**config.mk**
```make
export PLATFORM = sky130hd
export DESIGN_NAME = dram_ctrl_leveling_axi_cfg_regs
export DESIGN_NICKNAME = d
export VERILOG_FILES = /design/src/hw/lvl_regs_pkg.sv /design/src/hw/axil_slave.sv /design/src/hw/strobe_hint_gate.sv /design/src/hw/dram_ctrl_leveling_axi_cfg_regs.sv
export VERILOG_INCLUDE_DIRS = /design/src /design/src/hw
export SDC_FILE = /design/constraint.sdc
export NUM_CORES = 1
export LEC_CHECK = 0
export BUFFER_PORTS_ARGS = -buffer_cell sky130_fd_sc_hd__buf_2
export CAP_MARGIN = 20
export CORE_MARGIN = 3
export CORE_UTILIZATION = 59
export CTS_BUF_LIST = sky130_fd_sc_hd__clkbuf_16
export DETAILED_ROUTE_END_ITERATION = 10
export PLACE_DENSITY_LB_ADDON = 0.12
export REMOVE_ABC_BUFFERS = 1
export SETUP_SLACK_MARGIN = 0.15
export SYNTH_ARGS = -nofsm -noshare
export SYNTH_HDL_FRONTEND = slang
export SYNTH_HIERARCHICAL = 1
export SYNTH_SLANG_ARGS = --single-unit
```
**constraint.sdc**
```tcl
create_clock -name sys_clk -period 9.8 [get_ports sys_clk]
set_input_delay 1.96 -clock sys_clk [delete_from_list [all_inputs] [get_ports sys_clk]]
set_output_delay 1.96 -clock sys_clk [all_outputs]
set_load 0.05 [all_outputs]
```
**src/hw/lvl_regs_consts.svh**
```systemverilog
// constants of the leveling and axi configuration register bank
// assumes inclusion by bare name; guarded against double inclusion
`ifndef LVL_REGS_CONSTS_SVH
`define LVL_REGS_CONSTS_SVH
// byte addresses of the thirteen registers
`define OFS_LVL_TIMING_A   32'h4000_D5A8
`define OFS_RD_DLY_LIM     32'h4000_D5AC
`define OFS_RD_GATE_LIM    32'h4000_D5B0
`define OFS_RD_RESP_TIME   32'h4000_D5B4
`define OFS_RD_RESP_MASK   32'h4000_D5B8
`define OFS_RD_EN_GATE     32'h4000_D5BC
`define OFS_GATE_EN        32'h4000_D5C0
`define OFS_RD_MAX_TIME    32'h4000_D5C4
`define OFS_RD_ERR_CNT     32'h4000_D5C8
`define OFS_RD_INTERVALS   32'h4000_D5CC
`define OFS_FIFO_INFO      32'h4000_D5D0
`define OFS_FUTURE         32'h4000_D5D4
`define OFS_HINT_EN        32'h4000_D5D8
// writable bits of each register
`define MSK_LVL_TIMING_A   32'hFFFF_FFFF
`define MSK_RD_DLY_LIM     32'h00FF_FFFF
`define MSK_RD_GATE_LIM    32'h03FF_FFFF
`define MSK_RD_RESP_TIME   32'hFFFF_FFFF
`define MSK_RD_RESP_MASK   32'h000F_FFFF
`define MSK_RD_EN_GATE     32'h010F_FFFF
`define MSK_GATE_EN        32'h0000_0101
`define MSK_RD_MAX_TIME    32'hFFFF_FFFF
`define MSK_RD_ERR_CNT     32'h0000_0F0F
`define MSK_RD_INTERVALS   32'hFFFF_FFFF
`define MSK_FIFO_INFO      32'h0100_0007
`define MSK_FUTURE         32'h011F_0101
`define MSK_HINT_EN        32'h0101_0101
// register count, reset word and indices
`define REG_COUNT          13
`define REG_RST            32'h0000_0000
`define IDX_NONE           5'h1F
`define IDX_ERR            5'h08
`define IDX_FIFO           5'h0A
`define IDX_FUTURE         5'h0B
`define IDX_HINT           5'h0C
// field positions and report values
`define LAT_LSB            0
`define DEPTH_LSB          8
`define PTR_LSB            16
`define MERGE_BIT          24
`define ERR_LSB            16
`define HINT_STRIDE        8
`define PTR_BITS_RST       8'h05
`define DEPTH_RST          8'h14
// axi responses
`define RESP_OKAY          2'h0
`define RESP_SLVERR        2'h2
`endif

```
**src/hw/lvl_regs_pkg.sv**
```systemverilog
// types shared by the register bank, its bus slave and hint gate
// assumes the constants header is on the include path
`include "lvl_regs_consts.svh"
package lvl_regs_pkg;
  // one write taken from the bus
  typedef struct packed {
    logic [31:0] addr;
    logic [31:0] data;
    logic [3:0]  strb;
  } wr_req_t;
  // bus slave state
  typedef struct packed {
    logic        aw_got;
    logic [31:0] awaddr;
    logic        w_got;
    logic [31:0] wdata;
    logic [3:0]  wstrb;
    logic        bvalid;
    logic [1:0]  bresp;
    logic        rvalid;
    logic [1:0]  rresp;
    logic [31:0] rdata;
  } slv_state_t;
  // hint gate state
  typedef struct packed {
    logic [3:0] honored;
  } gate_state_t;
  // register bank state
  typedef struct packed {
    logic [`REG_COUNT-1:0][31:0] regs;
  } bank_state_t;
  // leveling settings toward the controller core
  typedef struct packed {
    logic [7:0]  read_level_load_time;
    logic [7:0]  read_level_delay_line_time;
    logic [7:0]  read_level_enable_time;
    logic [7:0]  write_level_load_time;
    logic [15:0] read_level_delay_limit;
    logic [7:0]  read_level_response_latency;
    logic [9:0]  read_level_read_spacing;
    logic [15:0] gate_level_delay_limit;
    logic [31:0] read_level_response_time;
    logic [19:0] read_level_lane_mask;
    logic        read_level_enable;
    logic [19:0] gate_level_lane_mask;
    logic        gate_preamble_check_enable;
    logic        gate_level_enable;
    logic [31:0] read_level_time_limit;
    logic [3:0]  gate_level_lane0_count;
    logic [3:0]  read_level_lane0_count;
    logic [15:0] gate_level_period;
    logic [15:0] read_level_period;
  } level_cfg_t;
endpackage : lvl_regs_pkg

```
**src/hw/axil_slave.sv**
```systemverilog
// axi4-lite slave front end: one write and one read at a time
// assumes the bank decodes addresses combinationally
`timescale 1ns/100ps
`include "lvl_regs_consts.svh"
module axil_slave (
  input  wire logic                 sys_clk,  // system clock
  input  wire logic                 rst_b,    // sync reset, low
  input  wire logic [31:0]          awaddr,   // write address
  input  wire logic                 awvalid,  // write address valid
  output logic                      awready,  // write address ready
  input  wire logic [31:0]          wdata,    // write data
  input  wire logic [3:0]           wstrb,    // byte strobes
  input  wire logic                 wvalid,   // write data valid
  output logic                      wready,   // write data ready
  output logic [1:0]                bresp,    // write response
  output logic                      bvalid,   // write response valid
  input  wire logic                 bready,   // write response ready
  input  wire logic [31:0]          araddr,   // read address
  input  wire logic                 arvalid,  // read address valid
  output logic                      arready,  // read address ready
  output logic [31:0]               rdata,    // read data
  output logic [1:0]                rresp,    // read response
  output logic                      rvalid,   // read data valid
  input  wire logic                 rready,   // read data ready
  output lvl_regs_pkg::wr_req_t     wr_req,   // write to apply
  output logic                      wr_fire,  // write pulse
  input  wire logic                 wr_ok,    // write address mapped
  output logic                      rd_fire,  // read pulse
  input  wire logic [31:0]          rd_word,  // read word for araddr
  input  wire logic                 rd_ok     // read address mapped
);
  lvl_regs_pkg::slv_state_t q, d;
  logic aw_hs;
  logic w_hs;
  // handshakes and combined write request
  always_comb begin
    awready = !q.aw_got && !q.bvalid;
    wready  = !q.w_got && !q.bvalid;
    arready = !q.rvalid;
    aw_hs   = awvalid && awready;
    w_hs    = wvalid && wready;
    rd_fire = arvalid && arready;
    wr_fire = (q.aw_got || aw_hs) && (q.w_got || w_hs) && !q.bvalid;
    wr_req.addr = q.aw_got ? q.awaddr : awaddr;
    wr_req.data = q.w_got ? q.wdata : wdata;
    wr_req.strb = q.w_got ? q.wstrb : wstrb;
    d = q;
    if (aw_hs) begin
      d.aw_got = 1'b1;
      d.awaddr = awaddr;
    end
    if (w_hs) begin
      d.w_got = 1'b1;
      d.wdata = wdata;
      d.wstrb = wstrb;
    end
    if (wr_fire) begin
      d.aw_got = 1'b0;
      d.w_got  = 1'b0;
      d.bvalid = 1'b1;
      d.bresp  = wr_ok ? `RESP_OKAY : `RESP_SLVERR;
    end else if (q.bvalid && bready) begin
      d.bvalid = 1'b0;
    end
    if (rd_fire) begin
      d.rvalid = 1'b1;
      d.rdata  = rd_word;
      d.rresp  = rd_ok ? `RESP_OKAY : `RESP_SLVERR;
    end else if (q.rvalid && rready) begin
      d.rvalid = 1'b0;
    end
  end
  // state register
  always_ff @(posedge sys_clk) begin
    if (!rst_b) q <= '0;
    else q <= d;
  end
  assign bvalid = q.bvalid;
  assign bresp  = q.bresp;
  assign rvalid = q.rvalid;
  assign rresp  = q.rresp;
  assign rdata  = q.rdata;
endmodule : axil_slave

```
**src/hw/strobe_hint_gate.sv**
```systemverilog
// per-port gate of the full-write-strobe hint
// assumes hints arrive synchronous to sys_clk
`timescale 1ns/100ps
module strobe_hint_gate #(
  parameter int PORTS = 4                  // number of axi ports
) (
  input  wire logic             sys_clk,   // system clock
  input  wire logic             rst_b,     // sync reset, low
  input  wire logic [PORTS-1:0] hint,      // full strobe hint in
  input  wire logic [PORTS-1:0] enable,    // per-port enables
  output logic [PORTS-1:0]      honored    // hint as used
);
  lvl_regs_pkg::gate_state_t q, d;
  // a hint counts only on an enabled port
  always_comb begin
    d = q;
    d.honored = hint & enable;
  end
  always_ff @(posedge sys_clk) begin
    if (!rst_b) q <= '0;
    else q <= d;
  end
  assign honored = q.honored;
  property p_hint_gated;
    @(posedge sys_clk) disable iff (!rst_b)
      1'b1 |=> ((honored & ~$past(enable)) == '0);
  endproperty
  a_hint_gated: assert property (p_hint_gated)
    else $error("hint passed on a disabled port");
endmodule : strobe_hint_gate

```
**src/hw/dram_ctrl_leveling_axi_cfg_regs.sv**
```systemverilog
// leveling, merge fifo report, write latency and hint enable registers
// assumes an axi4-lite master on sys_clk and hints synchronous to it
//
// Operation
// software leaves all leveling timing, mask and count fields at reset
// software keeps the optimized merge write enable bit at reset value
// software keeps future-use fields bit 24, 20:16 and bit 8 at reset
// software writes one into future-use bit 0 during setup
// merge fifo pointer width reads from a read-only field 23:16
// merge fifo depth reads from a read-only field 15:8
// writable three-bit write payload latency drives the phy side
// each port's strobe hint is used only when its enable is one
// read-only writes do nothing, reserved read-only bits read zero
`timescale 1ns/100ps
`include "lvl_regs_consts.svh"
module dram_ctrl_leveling_axi_cfg_regs #(
  parameter logic [7:0] PTR_BITS = `PTR_BITS_RST, // fifo pointer width
  parameter logic [7:0] DEPTH    = `DEPTH_RST     // fifo depth
) (
  input  wire logic                    sys_clk,   // system clock
  input  wire logic                    rst_b,     // sync reset, low
  input  wire logic [31:0]             awaddr,    // write address
  input  wire logic                    awvalid,   // write addr valid
  output logic                         awready,   // write addr ready
  input  wire logic [31:0]             wdata,     // write data
  input  wire logic [3:0]              wstrb,     // byte strobes
  input  wire logic                    wvalid,    // write data valid
  output logic                         wready,    // write data ready
  output logic [1:0]                   bresp,     // write response
  output logic                         bvalid,    // write resp valid
  input  wire logic                    bready,    // write resp ready
  input  wire logic [31:0]             araddr,    // read address
  input  wire logic                    arvalid,   // read addr valid
  output logic                         arready,   // read addr ready
  output logic [31:0]                  rdata,     // read data
  output logic [1:0]                   rresp,     // read response
  output logic                         rvalid,    // read data valid
  input  wire logic                    rready,    // read data ready
  input  wire logic [13:0]             read_level_error_flags, // core
  input  wire logic [3:0]              full_strobe_hint,    // per port
  output logic [3:0]                   full_strobe_honored, // gated
  output logic [2:0]                   phy_write_payload_latency, // phy
  output logic                         optimized_merge_write_enable,
  output logic [31:0]                  future_use_ctrl,     // raw word
  output lvl_regs_pkg::level_cfg_t     level_cfg            // leveling
);
  ////////////////////////////////////////////////////////////////////
  // decode and merge helpers
  function automatic logic [4:0] reg_index(input logic [31:0] a);
    case (a)
      `OFS_LVL_TIMING_A: reg_index = 5'h00;
      `OFS_RD_DLY_LIM:   reg_index = 5'h01;
      `OFS_RD_GATE_LIM:  reg_index = 5'h02;
      `OFS_RD_RESP_TIME: reg_index = 5'h03;
      `OFS_RD_RESP_MASK: reg_index = 5'h04;
      `OFS_RD_EN_GATE:   reg_index = 5'h05;
      `OFS_GATE_EN:      reg_index = 5'h06;
      `OFS_RD_MAX_TIME:  reg_index = 5'h07;
      `OFS_RD_ERR_CNT:   reg_index = `IDX_ERR;
      `OFS_RD_INTERVALS: reg_index = 5'h09;
      `OFS_FIFO_INFO:    reg_index = `IDX_FIFO;
      `OFS_FUTURE:       reg_index = `IDX_FUTURE;
      `OFS_HINT_EN:      reg_index = `IDX_HINT;
      default:           reg_index = `IDX_NONE;
    endcase
  endfunction : reg_index

  function automatic logic [31:0] wr_mask(input logic [4:0] i);
    case (i)
      5'h00:       wr_mask = `MSK_LVL_TIMING_A;
      5'h01:       wr_mask = `MSK_RD_DLY_LIM;
      5'h02:       wr_mask = `MSK_RD_GATE_LIM;
      5'h03:       wr_mask = `MSK_RD_RESP_TIME;
      5'h04:       wr_mask = `MSK_RD_RESP_MASK;
      5'h05:       wr_mask = `MSK_RD_EN_GATE;
      5'h06:       wr_mask = `MSK_GATE_EN;
      5'h07:       wr_mask = `MSK_RD_MAX_TIME;
      `IDX_ERR:    wr_mask = `MSK_RD_ERR_CNT;
      5'h09:       wr_mask = `MSK_RD_INTERVALS;
      `IDX_FIFO:   wr_mask = `MSK_FIFO_INFO;
      `IDX_FUTURE: wr_mask = `MSK_FUTURE;
      `IDX_HINT:   wr_mask = `MSK_HINT_EN;
      default:     wr_mask = 32'h0000_0000;
    endcase
  endfunction : wr_mask

  // byte strobes expanded to a bit mask
  function automatic logic [31:0] strb_bits(input logic [3:0] s);
    strb_bits = {{8{s[3]}}, {8{s[2]}}, {8{s[1]}}, {8{s[0]}}};
  endfunction : strb_bits

  ////////////////////////////////////////////////////////////////////
  // bus front end
  lvl_regs_pkg::wr_req_t wr_req;
  logic        wr_fire;
  logic        rd_fire;
  logic [4:0]  wr_idx;
  logic [4:0]  rd_idx;
  logic [31:0] rd_word;
  logic [3:0]  hint_enable;

  axil_slave u_bus (
    .sys_clk (sys_clk),
    .rst_b   (rst_b),
    .awaddr  (awaddr),
    .awvalid (awvalid),
    .awready (awready),
    .wdata   (wdata),
    .wstrb   (wstrb),
    .wvalid  (wvalid),
    .wready  (wready),
    .bresp   (bresp),
    .bvalid  (bvalid),
    .bready  (bready),
    .araddr  (araddr),
    .arvalid (arvalid),
    .arready (arready),
    .rdata   (rdata),
    .rresp   (rresp),
    .rvalid  (rvalid),
    .rready  (rready),
    .wr_req  (wr_req),
    .wr_fire (wr_fire),
    .wr_ok   (wr_idx != `IDX_NONE),
    .rd_fire (rd_fire),
    .rd_word (rd_word),
    .rd_ok   (rd_idx != `IDX_NONE)
  );

  ////////////////////////////////////////////////////////////////////
  // register state
  lvl_regs_pkg::bank_state_t q, d;

  // masked byte writes; read-only and reserved bits never stored
  always_comb begin
    logic [31:0] m;
    m = 32'h0000_0000;
    wr_idx = reg_index(wr_req.addr);
    d = q;
    for (int i = 0; i < `REG_COUNT; i++) begin
      if (wr_fire && wr_idx == 5'(i)) begin
        m = wr_mask(5'(i)) & strb_bits(wr_req.strb);
        d.regs[i] = (q.regs[i] & ~m) | (wr_req.data & m);
      end
    end
  end

  always_ff @(posedge sys_clk) begin
    if (!rst_b) q <= '0;
    else q <= d;
  end

  // read word: stored bits plus report fields and core status
  always_comb begin
    rd_idx  = reg_index(araddr);
    rd_word = 32'h0000_0000;
    if (rd_idx != `IDX_NONE) begin
      rd_word = q.regs[rd_idx[3:0]] & wr_mask(rd_idx);
    end
    if (rd_idx == `IDX_FIFO) begin
      rd_word[`PTR_LSB +: 8]   = PTR_BITS;
      rd_word[`DEPTH_LSB +: 8] = DEPTH;
    end
    if (rd_idx == `IDX_ERR) begin
      rd_word[`ERR_LSB +: 14] = read_level_error_flags;
    end
  end

  ////////////////////////////////////////////////////////////////////
  // settings toward the controller and phy
  assign phy_write_payload_latency =
    q.regs[`IDX_FIFO][`LAT_LSB +: 3];
  assign optimized_merge_write_enable = q.regs[`IDX_FIFO][`MERGE_BIT];
  assign future_use_ctrl = q.regs[`IDX_FUTURE];

  // leveling fields, held but not interpreted here
  assign level_cfg.read_level_load_time        = q.regs[0][31:24];
  assign level_cfg.read_level_delay_line_time  = q.regs[0][23:16];
  assign level_cfg.read_level_enable_time      = q.regs[0][15:8];
  assign level_cfg.write_level_load_time       = q.regs[0][7:0];
  assign level_cfg.read_level_delay_limit      = q.regs[1][23:8];
  assign level_cfg.read_level_response_latency = q.regs[1][7:0];
  assign level_cfg.read_level_read_spacing     = q.regs[2][25:16];
  assign level_cfg.gate_level_delay_limit      = q.regs[2][15:0];
  assign level_cfg.read_level_response_time    = q.regs[3];
  assign level_cfg.read_level_lane_mask        = q.regs[4][19:0];
  assign level_cfg.read_level_enable           = q.regs[5][24];
  assign level_cfg.gate_level_lane_mask        = q.regs[5][19:0];
  assign level_cfg.gate_preamble_check_enable  = q.regs[6][8];
  assign level_cfg.gate_level_enable           = q.regs[6][0];
  assign level_cfg.read_level_time_limit       = q.regs[7];
  assign level_cfg.gate_level_lane0_count      = q.regs[8][11:8];
  assign level_cfg.read_level_lane0_count      = q.regs[8][3:0];
  assign level_cfg.gate_level_period           = q.regs[9][31:16];
  assign level_cfg.read_level_period           = q.regs[9][15:0];

  ////////////////////////////////////////////////////////////////////
  // full strobe hint enables and gate
  always_comb begin
    for (int p = 0; p < 4; p++) begin
      hint_enable[p] = q.regs[`IDX_HINT][p * `HINT_STRIDE];
    end
  end

  strobe_hint_gate #(
    .PORTS (4)
  ) u_gate (
    .sys_clk (sys_clk),
    .rst_b   (rst_b),
    .hint    (full_strobe_hint),
    .enable  (hint_enable),
    .honored (full_strobe_honored)
  );

  ////////////////////////////////////////////////////////////////////
  // checks
  property p_ptr_report;
    @(posedge sys_clk) disable iff (!rst_b)
      (rd_fire && reg_index(araddr) == `IDX_FIFO)
        |=> rvalid && rdata[`PTR_LSB +: 8] == PTR_BITS;
  endproperty
  a_ptr_report: assert property (p_ptr_report)
    else $error("fifo pointer width misreported");

  property p_depth_report;
    @(posedge sys_clk) disable iff (!rst_b)
      (rd_fire && reg_index(araddr) == `IDX_FIFO)
        |=> rdata[`DEPTH_LSB +: 8] == DEPTH && rresp == `RESP_OKAY;
  endproperty
  a_depth_report: assert property (p_depth_report)
    else $error("fifo depth misreported");

  property p_latency_write;
    @(posedge sys_clk) disable iff (!rst_b)
      (wr_fire && wr_idx == `IDX_FIFO && wr_req.strb[0])
        |=> phy_write_payload_latency == $past(wr_req.data[2:0]);
  endproperty
  a_latency_write: assert property (p_latency_write)
    else $error("write latency not taken");

  property p_enable_write;
    @(posedge sys_clk) disable iff (!rst_b)
      (wr_fire && wr_idx == `IDX_HINT && wr_req.strb == 4'hF)
        |=> ##1 hint_enable == {$past(wr_req.data[24], 2),
          $past(wr_req.data[16], 2), $past(wr_req.data[8], 2),
          $past(wr_req.data[0], 2)};
  endproperty
  a_enable_write: assert property (p_enable_write)
    else $error("hint enables not updated");

  property p_reserved_zero;
    @(posedge sys_clk) disable iff (!rst_b)
      (rd_fire && reg_index(araddr) == `IDX_HINT)
        |=> (rdata & ~`MSK_HINT_EN) == 32'h0000_0000;
  endproperty
  a_reserved_zero: assert property (p_reserved_zero)
    else $error("reserved bits read nonzero");
endmodule : dram_ctrl_leveling_axi_cfg_regs

```
Word-level counts from Yosys, hierarchy flattened
Memories as Yosys holds them, arrays and structs flattened.
Cells that the tools add are included.

cells by class
  bitwise logic cells = 68
  order comparisons = 1
  reductions and logical operators = 32
  eq/ne operators = 42
  multiplexer cells = 31

operators by type and width
  cell                                                   count
  bitwise AND 32 bit                                     40
  equality test 32 x 31 -> 1 bit, second input constant  26
  2-to-1 mux 32 bit                                      19
  NOT 32 bit                                             13
  OR 32 bit                                              13
  case mux 5 bit (13 select lines)                       2
  binary-select mux 32 bit (select 4 bit)                1
  equality test 5 x 4 -> 1 bit, second input constant    7
  logical AND 1 bit                                      22
  equality test 5 x 3 -> 1 bit, second input constant    4
  2-to-1 mux 16 bit                                      1
  2-to-1 mux 14 bit                                      1
  equality test 5 x 2 -> 1 bit, second input constant    2
  inequality test 5 bit, second input constant           2
  equality test 5 x 1 -> 1 bit, second input constant    1
  logical NOT 5 bit                                      1
  < comparator 4 x 5 -> 1 bit, second input constant     1
  bitwise AND 4 bit                                      1
  logical NOT 1 bit                                      4
  2-to-1 mux 1 bit                                       4
  2-to-1 mux 2 bit                                       2
  2-to-1 mux 4 bit                                       1
  nonzero test 2 bit                                     2
  logical OR 1 bit                                       2
  2 further kinds                                        2

word-level totals
  memories = 1
  output and inout port bits = 310
  memory bits (read-only) = 512
  input port bits = 125
  register bits = 528

memory list
  memory            words  width  rd ports  clocked after memory_dff  write ports  RTL line                               text
  (name not given)  16     32     1         0                         0            dram_ctrl_leveling_axi_cfg_regs.sv:69  case (i)

Depth between registers and ports, before layout
Gate-level depths: netlist of the first run.

  depth after elaboration = 12
  mapped depth = 15
  depth with buffers taken out = 13

Cells and area by module
The synthesis of the first run kept the hierarchy.

modules (own cells, without submodules)
  module                           seq. area each (um^2)  instances  area an instance (um^2)  cells each
  dram_ctrl_leveling_axi_cfg_regs  4904.7                 1          13086.3                  1691
  axil_slave                       2122.0                 1          5098.6                   574
  strobe_hint_gate                 80.1                   1          105.1                    8

Worst setup path after synthesis of the first run
OpenSTA, ideal clock, no wires.

  kind = input to register
  start = input port araddr[21]
  end = register u_bus.q, in the netlist u_bus/rdata[21]
  slack = 5.099 ns
  setup time = 0.076 ns
  required time = 9.724 ns
  cell stages on the path = 15
  arrival time = 4.626 ns
  buffers on the path = 2
  path through = nor4b_1 > nand4_1 > buf_2 > or4_1 > inv_2 > buf_4 > ha_1 > nor2_1 > o22ai_1 > nand2_1 > nor3_2 > nand3_1 > o311ai_0 > nand2_1 > a21boi_0

on the way
  word-level cells in the longest chain between the ends = 9

RTL lines
  item                                  RTL line                                text
  start, declared                       dram_ctrl_leveling_axi_cfg_regs.sv:32   input wire logic [31:0] araddr,
  equality test 32 x 31 -> 1 bit        dram_ctrl_leveling_axi_cfg_regs.sv:50   case (a)
  case mux 5 bit (13 select lines) (*)  dram_ctrl_leveling_axi_cfg_regs.sv:50
  memory (16 x 32 bit)                  -
  2-to-1 mux 32 bit                     dram_ctrl_leveling_axi_cfg_regs.sv:69
  2-to-1 mux 32 bit                     dram_ctrl_leveling_axi_cfg_regs.sv:157  if (rd_idx != `IDX_NONE) begin
  bitwise AND 32 bit                    dram_ctrl_leveling_axi_cfg_regs.sv:158  rd_word = q.regs[rd_idx[3:0]] & wr_mask(rd_idx);
  2-to-1 mux 32 bit                     dram_ctrl_leveling_axi_cfg_regs.sv:157
  2-to-1 mux 16 bit                     dram_ctrl_leveling_axi_cfg_regs.sv:160  if (rd_idx == `IDX_FIFO) begin
  2-to-1 mux 14 bit (*)                 dram_ctrl_leveling_axi_cfg_regs.sv:164  if (rd_idx == `IDX_ERR) begin
  via rd_word[21]                       dram_ctrl_leveling_axi_cfg_regs.sv:99   logic [31:0] rd_word;
  end signal, assigned                  axil_slave.sv:75                        if (!rst_b) q <= '0;
  end signal, assigned                  axil_slave.sv:76                        else q <= d;
  end, declared                         axil_slave.sv:32                        lvl_regs_pkg::slv_state_t q, d;

Mark *: on every way through the listed nets, which the timed path passes. The rest lies on a longest branch. The select of a mux whose other input is x is not followed.
A chain may end at the register's enable or synchronous reset.

Final worst setup path of the first run
Same ends and word-level chain as after synthesis.

==> results.yml, run 1 <==
die:
  ios: 435
  dieArea_sq_um: 33100
  core-area_sq_um: 30100
  die_w_um: 182
  start_util_pct: 60.7
  die-height_um: 182
  rows: 63
detailed_routing:
  drt-vias-per-instance: 6.07
  wire_per_inst_um: 21.3
  first_pass_iters: 7
  ant_nets: 0
  drcViolationCount: 0
  vias: 17900
  routed_wl_mm: 63.0
  drt_iter0_markers: 1712
sta:
  slew_headroom_pct: 21.4
  grt_setup_unrepaired: "no"
  holdWs_ns: 0.449
  min_period_ns: 5.53
  post-route-period-util_pct: 56.4
  drv_slew: 0
  setup_viol: 0
  hold_viol: 0
  fmax_mhz: 181
  setup_tns_ns: 0
  worst_pin_slew_ns: 1.18
  skew_ns: 0.0209
setup_path:
  crit_path_max_incr_delay_ns: 0.79
  worst_path_max_delay_cell: "or4_1"
  cp-start-kind: "primary input"
  worst_ep_arrival_time_ns: 5.97
  reg2regPathDepth: 11
  cp.required_ns: 10.24
  worstSetupPathType: "primary input to register"
  end_kind: "register"
  cpMostUsedCell: "nand2_1"
  cp_max_fo: 17
  path_cells: "buf_2 > nor4b_1 > nand4_1 > or4_1 > inv_2 > ha_1 > nor2_1 > o22ai_1 > nand2_1 > nor3_2 > nand3_1 > o311ai_0 > nand2_1 > a21boi_0"
cells_and_area:
  multiInputGateArea_sq_um: 9930
  fin_area_sq_um: 20900
  final_core_util_pct: 69.6
  nets: 2670
  fill_cells: 2561
  drive_gt1_share_pct: 22.9
  syn2layout_area_growth_pct: 14.5
  regArea_sq_um: 7110
pwr:
  powerDensity_nw_per_um2: 151
  cellLeakagePower_uw: 0.00847
  total_power_uw: 3160
  ir_drop_uv: 127
clocking:
  cts_resized: 0
  clock_latency_ns: 0.53
  cts_setup_buffers: 0
  cts-root-buf: "clkbuf_16"
  clock_sinks: 355
  cts_tree: "done"
  cts_hold_buffers: 0
  clk_pin_slew_worst_paths_ns: 0.06
  cts.path.max_buffers: 3
  cts_buffers: 39
  h-tree-depth: 2
grt:
  grt_pass1_wl_mm: 94.4
  grt_pass1_vias: 16600
  grt_max_degree: 156
  grtUsageTotal_pct: 35.7
  antenna_found_initial: 2
  grt-ovfl-total: 0
synth:
  synth_top_area_cell: "dfxtp_1"
  synth_top_area_share_pct: 38.9
  synth_edf_count: 0
  ys_top_cells_by_area: "dfxtp_1 39%, nand2_1 15%, a21boi_0 9.9%, mux2_2 4.6%, mux2i_1 3.9%"
  seq_area_frac_synth_pct: 38.9
  yosysMostFrequentCell: "nand2_1"
  netlist_top_cells_count: "717 x nand2_1, 355 x dfxtp_1, 240 x a21boi_0, 101 x nand3_1, 87 x clkbuf_1"
  synth.distinct_cells: 87
  ys.flop_type: "dfxtp_1"
  ys_ff_latch: 355
  synth_async_sr_flop_share_pct: 0
  syn-instance-count: 2273
  syn_area_sq_um: 18300
  ys_warn_count: 6
  syn_area_per_cell_sq_um: 8.05
flow_run:
  timing.max_cap.violations: 0
place:
  dpl_cell_area_sq_um: 19800
  port_buffers: 408
  dp_hpwl_mm: 44.1
  gp_congestion: 0.945
worst_hold_path:
  whs_path_depth: 2
  hp-class: "register to register"
run_status:
  status: "completed"
## report_power, final
part	switching, uW	total (uW)	internal (uW)
Clock	590	1360	771
Combinational	216	321	105
Sequential	12.4	1480	1470
Total	818	3160	2340
## per-stage QoR
stage / cells / setup WS [ns]
3_5_place_dp: 2887 / 3.83
5_1_grt: 2957 / 3.93
6_report: 2957 / 4.27
3_3_place_gp: 2887 / 3.98
2_1_floorplan: 2067 / 4.61
4_1_cts: 2955 / 4.37
## cells by family (layout without fill, tap and decap cells)
kind of cell	count (synthesis)	in the layout	synth area share, %
and+or+nand+nor	1016	1016	24.4
AOI/OAI and AO/OA	503	503	20.1
DFF	355	355	38.9
buffers and inverters	242	510	7.52
muxes	147	147	8.56
adders and majority gates	7	7	0.479
other	2	28	0.0411
xor gates and xnor gates	1	1	0.0479
## layout make-up
class	instances	share of cell area, %
Clock buffer	39	4.66
Inverter	12	0.239
Clock inverter	29	0.830
Multi-Input combinational cell	1700	47.4
Tap cell	390	2.33
Antenna cell	2	0.0239
Sequential cell	355	33.9
Timing Repair Buffer	430	10.6
## per-layer routing
metal | vias to the layer above | GRT usage, % | routed length [um] | part of all wire, %
met5 | - | 0 | 0 | 0
met4 | 0 | 15.4 | 3010 | 4.8
met3 | 183 | 8.75 | 7000 | 11
met2 | 1039 | 59.2 | 29400 | 47
met1 | 8513 | 44.2 | 23600 | 37
li1 | 8209 | - | - | -
## placed cells by master (no fill, tap or decap), types with 8 or more instances in the layout
| master | netlist | final |
|---|---|---|
| nor2_1 | 33 | 31 |
| inv_1 | 9 | 20 |
| a21oi_1 | 53 | 53 |
| a21boi_0 | 240 | 240 |
| buf_4 | 69 | 22 |
| a31oi_1 | 8 | 8 |
| dfxtp_1 | 355 | 354 |
| nand3_1 | 101 | 101 |
| nand2_1 | 717 | 717 |
| conb_1 | 2 | 26 |
| a21boi_1 | 70 | 70 |
| nand4_1 | 8 | 8 |
| nor4_1 | 11 | 10 |
| o31ai_1 | 9 | 9 |
| o21ai_0 | 36 | 36 |
| mux2_2 | 75 | 75 |
| nor2b_1 | 48 | 47 |
| mux2i_1 | 72 | 72 |
| nor3_1 | 13 | 13 |
| a211oi_1 | 15 | 15 |
| clkinv_1 | 0 | 11 |
| and2_1 | 23 | 23 |
| clkbuf_16 | 0 | 39 |
| buf_2 | 54 | 407 |
| a221oi_1 | 10 | 10 |
## worst paths after layout
check | startpoint | endpoint | slack, ns
max | araddr[21] | u_bus/rdata[21] | 4.27
min | u_bus/q[47] | u_bus/q[47] | 0.45
max reg2reg | u_bus/q[107] | register | 5.38
min reg2reg | u_bus/q[47] | u_bus/q[47] | 0.45
## critical path: cells and delay by family
kind | cells | cell delay, ns
buf+inv | 2 | 0.48
fa+ha+maj | 1 | 0.30
simple gates | 8 | 2.69
compound gates | 3 | 0.53
(Power assumes the default switching activity.)
==> inputs of run 2 (changes only) <==
--- a/config.mk
+++ b/config.mk
@@ -9,7 +9,7 @@
 export BUFFER_PORTS_ARGS = -buffer_cell sky130_fd_sc_hd__buf_2
 export CAP_MARGIN = 20
 export CORE_MARGIN = 3
-export CORE_UTILIZATION = 59
+export CORE_UTILIZATION = 55
 export CTS_BUF_LIST = sky130_fd_sc_hd__clkbuf_16
 export DETAILED_ROUTE_END_ITERATION = 10
 export PLACE_DENSITY_LB_ADDON = 0.12
==> constraint.sdc (replaced) <==
create_clock -name sys_clk -period 5.6 [get_ports sys_clk]
set_input_delay 1.12 -clock sys_clk [delete_from_list [all_inputs] [get_ports sys_clk]]
set_output_delay 1.12 -clock sys_clk [all_outputs]
set_load 0.05 [all_outputs]
==> run 2 against run 1 <==
  * Register-to-register slack lost 4.2 ns
  * Clock-buffer cell count is 2 higher
  * Combinational power increased by 73%
  * Global-route usage fell by 1.9 points
  * Worst setup slack worse by 3.1 ns
  * Critical path depth is 4 lower
  * Sequential share of layout area decreased by 0.41 points
  * Cell count rose by 2.4%
  * Largest cell class unchanged
  * Highest routed layer unchanged
==> results.yml, run 2 (synthesis gave the netlist of run 1 again) <==
pwr:
  pwr-share-seq_pct: 46.6
  intPower_uw: 4160
  ir_drop_uv: 206
  combinationalPowerShare_pct: 9.9
  powerDensity_nw_per_um2: 263
  p_sw_share_pct: 25.5
  switchingPower_uw: 1420
  cellLeakagePower_uw: 0.00859
  p_clk_share_pct: 43.5
cells_and_area:
  syn2layout_area_growth_pct: 15.9
  drive_gt1_share_pct: 23.6
  nets: 2689
  fill_cells: 2967
  final_core_util_pct: 65.0
  layout_commonest_cell: "nand2_1"
  final_cell_mix: "717 x nand2_1, 407 x buf_2, 354 x dfxtp_1"
setup_path:
  worst_ep_arrival_time_ns: 4.80
  cp-start-kind: "register"
  cp_max_fo: 23
  worstSetupPathType: "register to register"
  end_kind: "register"
  cp.required_ns: 6.00
detailed_routing:
  drt_iter0_markers: 1538
  routed_wl_mm: 63.5
  vias: 17700
  met1Wirelength_mm: 25.1
  dr_wl_met3_mm: 6.15
  first_pass_iters: 6
  drcViolationCount: 0
  ant_nets: 0
  wire_per_inst_um: 21.0
  met2_length_mm: 29.7
  drt-vias-per-instance: 5.84
  top_layer_used: "met4"
die:
  die-height_um: 188
  core-area_sq_um: 32600
  die_w_um: 188
  rows: 66
  dieArea_sq_um: 35500
  ios: 435
  start_util_pct: 56.1
clocking:
  cts_hold_buffers: 0
  clock_latency_ns: 0.52
  cts-root-buf: "clkbuf_16"
  cts_resized: 0
  h-tree-depth: 2
  clock_sinks: 355
  cts_buffers: 40
  cts_tree: "done"
  cts_setup_buffers: 0
  cts.path.max_buffers: 3
  clk_pin_slew_worst_paths_ns: 0.05
sta:
  setup_tns_ns: 0
  hold_viol: 0
  worst_pin_slew_ns: 0.958
  post-route-period-util_pct: 78.5
  slew_headroom_pct: 36.1
  fmax_mhz: 227
  skew_ns: 0.00953
  grt_setup_unrepaired: "no"
  drv_slew: 0
  setup_viol: 0
  min_period_ns: 4.40
flow_run:
  timing.max_cap.violations: 0
grt:
  grtUsageTotal_pct: 33.8
  grt-ovfl-total: 0
  grt_pass1_wl_mm: 95.1
  antenna_found_initial: 1
  grt_max_degree: 162
  grt_pass1_vias: 16600
run_status:
  status: "completed"
place:
  gp_congestion: 0.961
  port_buffers: 408
  dp_hpwl_mm: 45.5
worst_hold_path:
  hp-class: "register to register"
## run 2: changes by cell type in the layout (fill, tap and decap cells not counted)
cell | previous run | this run
buf_16 | 0 | 1
clkinv_2 | 3 | 6
inv_1 | 20 | 19
buf_4 | 22 | 39
clkinvlp_4 | 1 | 0
diode_2 | 2 | 1
clkbuf_16 | 39 | 41
inv_6 | 1 | 0
clkinv_1 | 11 | 10
## run 2: power by group through the flow
stage | logic [uW] | clock network (uW) | registers (uW)
detailed placement | 537 | 0 | 2660
floorplan | 314 | 0 | 2660
global route | 585 | 2560 | 2610
CTS | 540 | 2450 | 2600
global placement | 530 | 0 | 2650
finish | 554 | 2430 | 2600
## run 2: routing by layer
metal  up-vias  GRT usage, %
li1       8227             -
met4         0          12.7
met5         -             0
met2       886          57.3
met3       144          6.62
met1      8425          42.9
## run 2: area by class of cell
cell class / count / area (sq um) / area share, %
clock buffer: 41 / 1030 / 4.84
clock inverter: 28 / 165 / 0.779
tap: 442 / 553 / 2.61
inverter: 12 / 50.0 / 0.236
timing repair buffer: 448 / 2370 / 11.2
antenna: 1 / 2.50 / 0.0118
sequential: 355 / 7110 / 33.5
multi-input combinational: 1700 / 9930 / 46.8
## run 2: per-stage QoR
stage                     instances  hold slack, ns  setup WS, ns  power (uW)  instance area (sq um)
after floorplan                2067           0.432          1.25        2980                  17100
after global placement         2956           0.436         0.890        3180                  20000
after detailed placement       2956           0.442         0.807        3190                  20000
after CTS                      3025           0.450          1.29        5590                  21200
after global routing           3027           0.467         0.967        5750                  21200
final                          3027           0.449          1.20        5590                  21200
## run 2: final timing paths
kind | depth (start not counted) | endpoint | slack, ns | startpoint
max | 10 | register | 1.20 | u_bus/q[107]
min | 2 | u_bus/q[75] | 0.45 | u_bus/q[75]
max reg2reg | 10 | register | 1.20 | u_bus/q[107]
min reg2reg | 2 | u_bus/q[75] | 0.45 | u_bus/q[75]
## run 2: critical path: stages, from the launching register on
cell and delay [ns]:
dfxtp_1 0.74, buf_4 0.42, mux2_2 0.38, nor4_1 0.40, nand3_1 0.19, or2_1 0.35
nor3_1 0.36, nor2b_2 0.75, nand2_1 0.41, nand2_1 0.15, a21boi_0 0.09
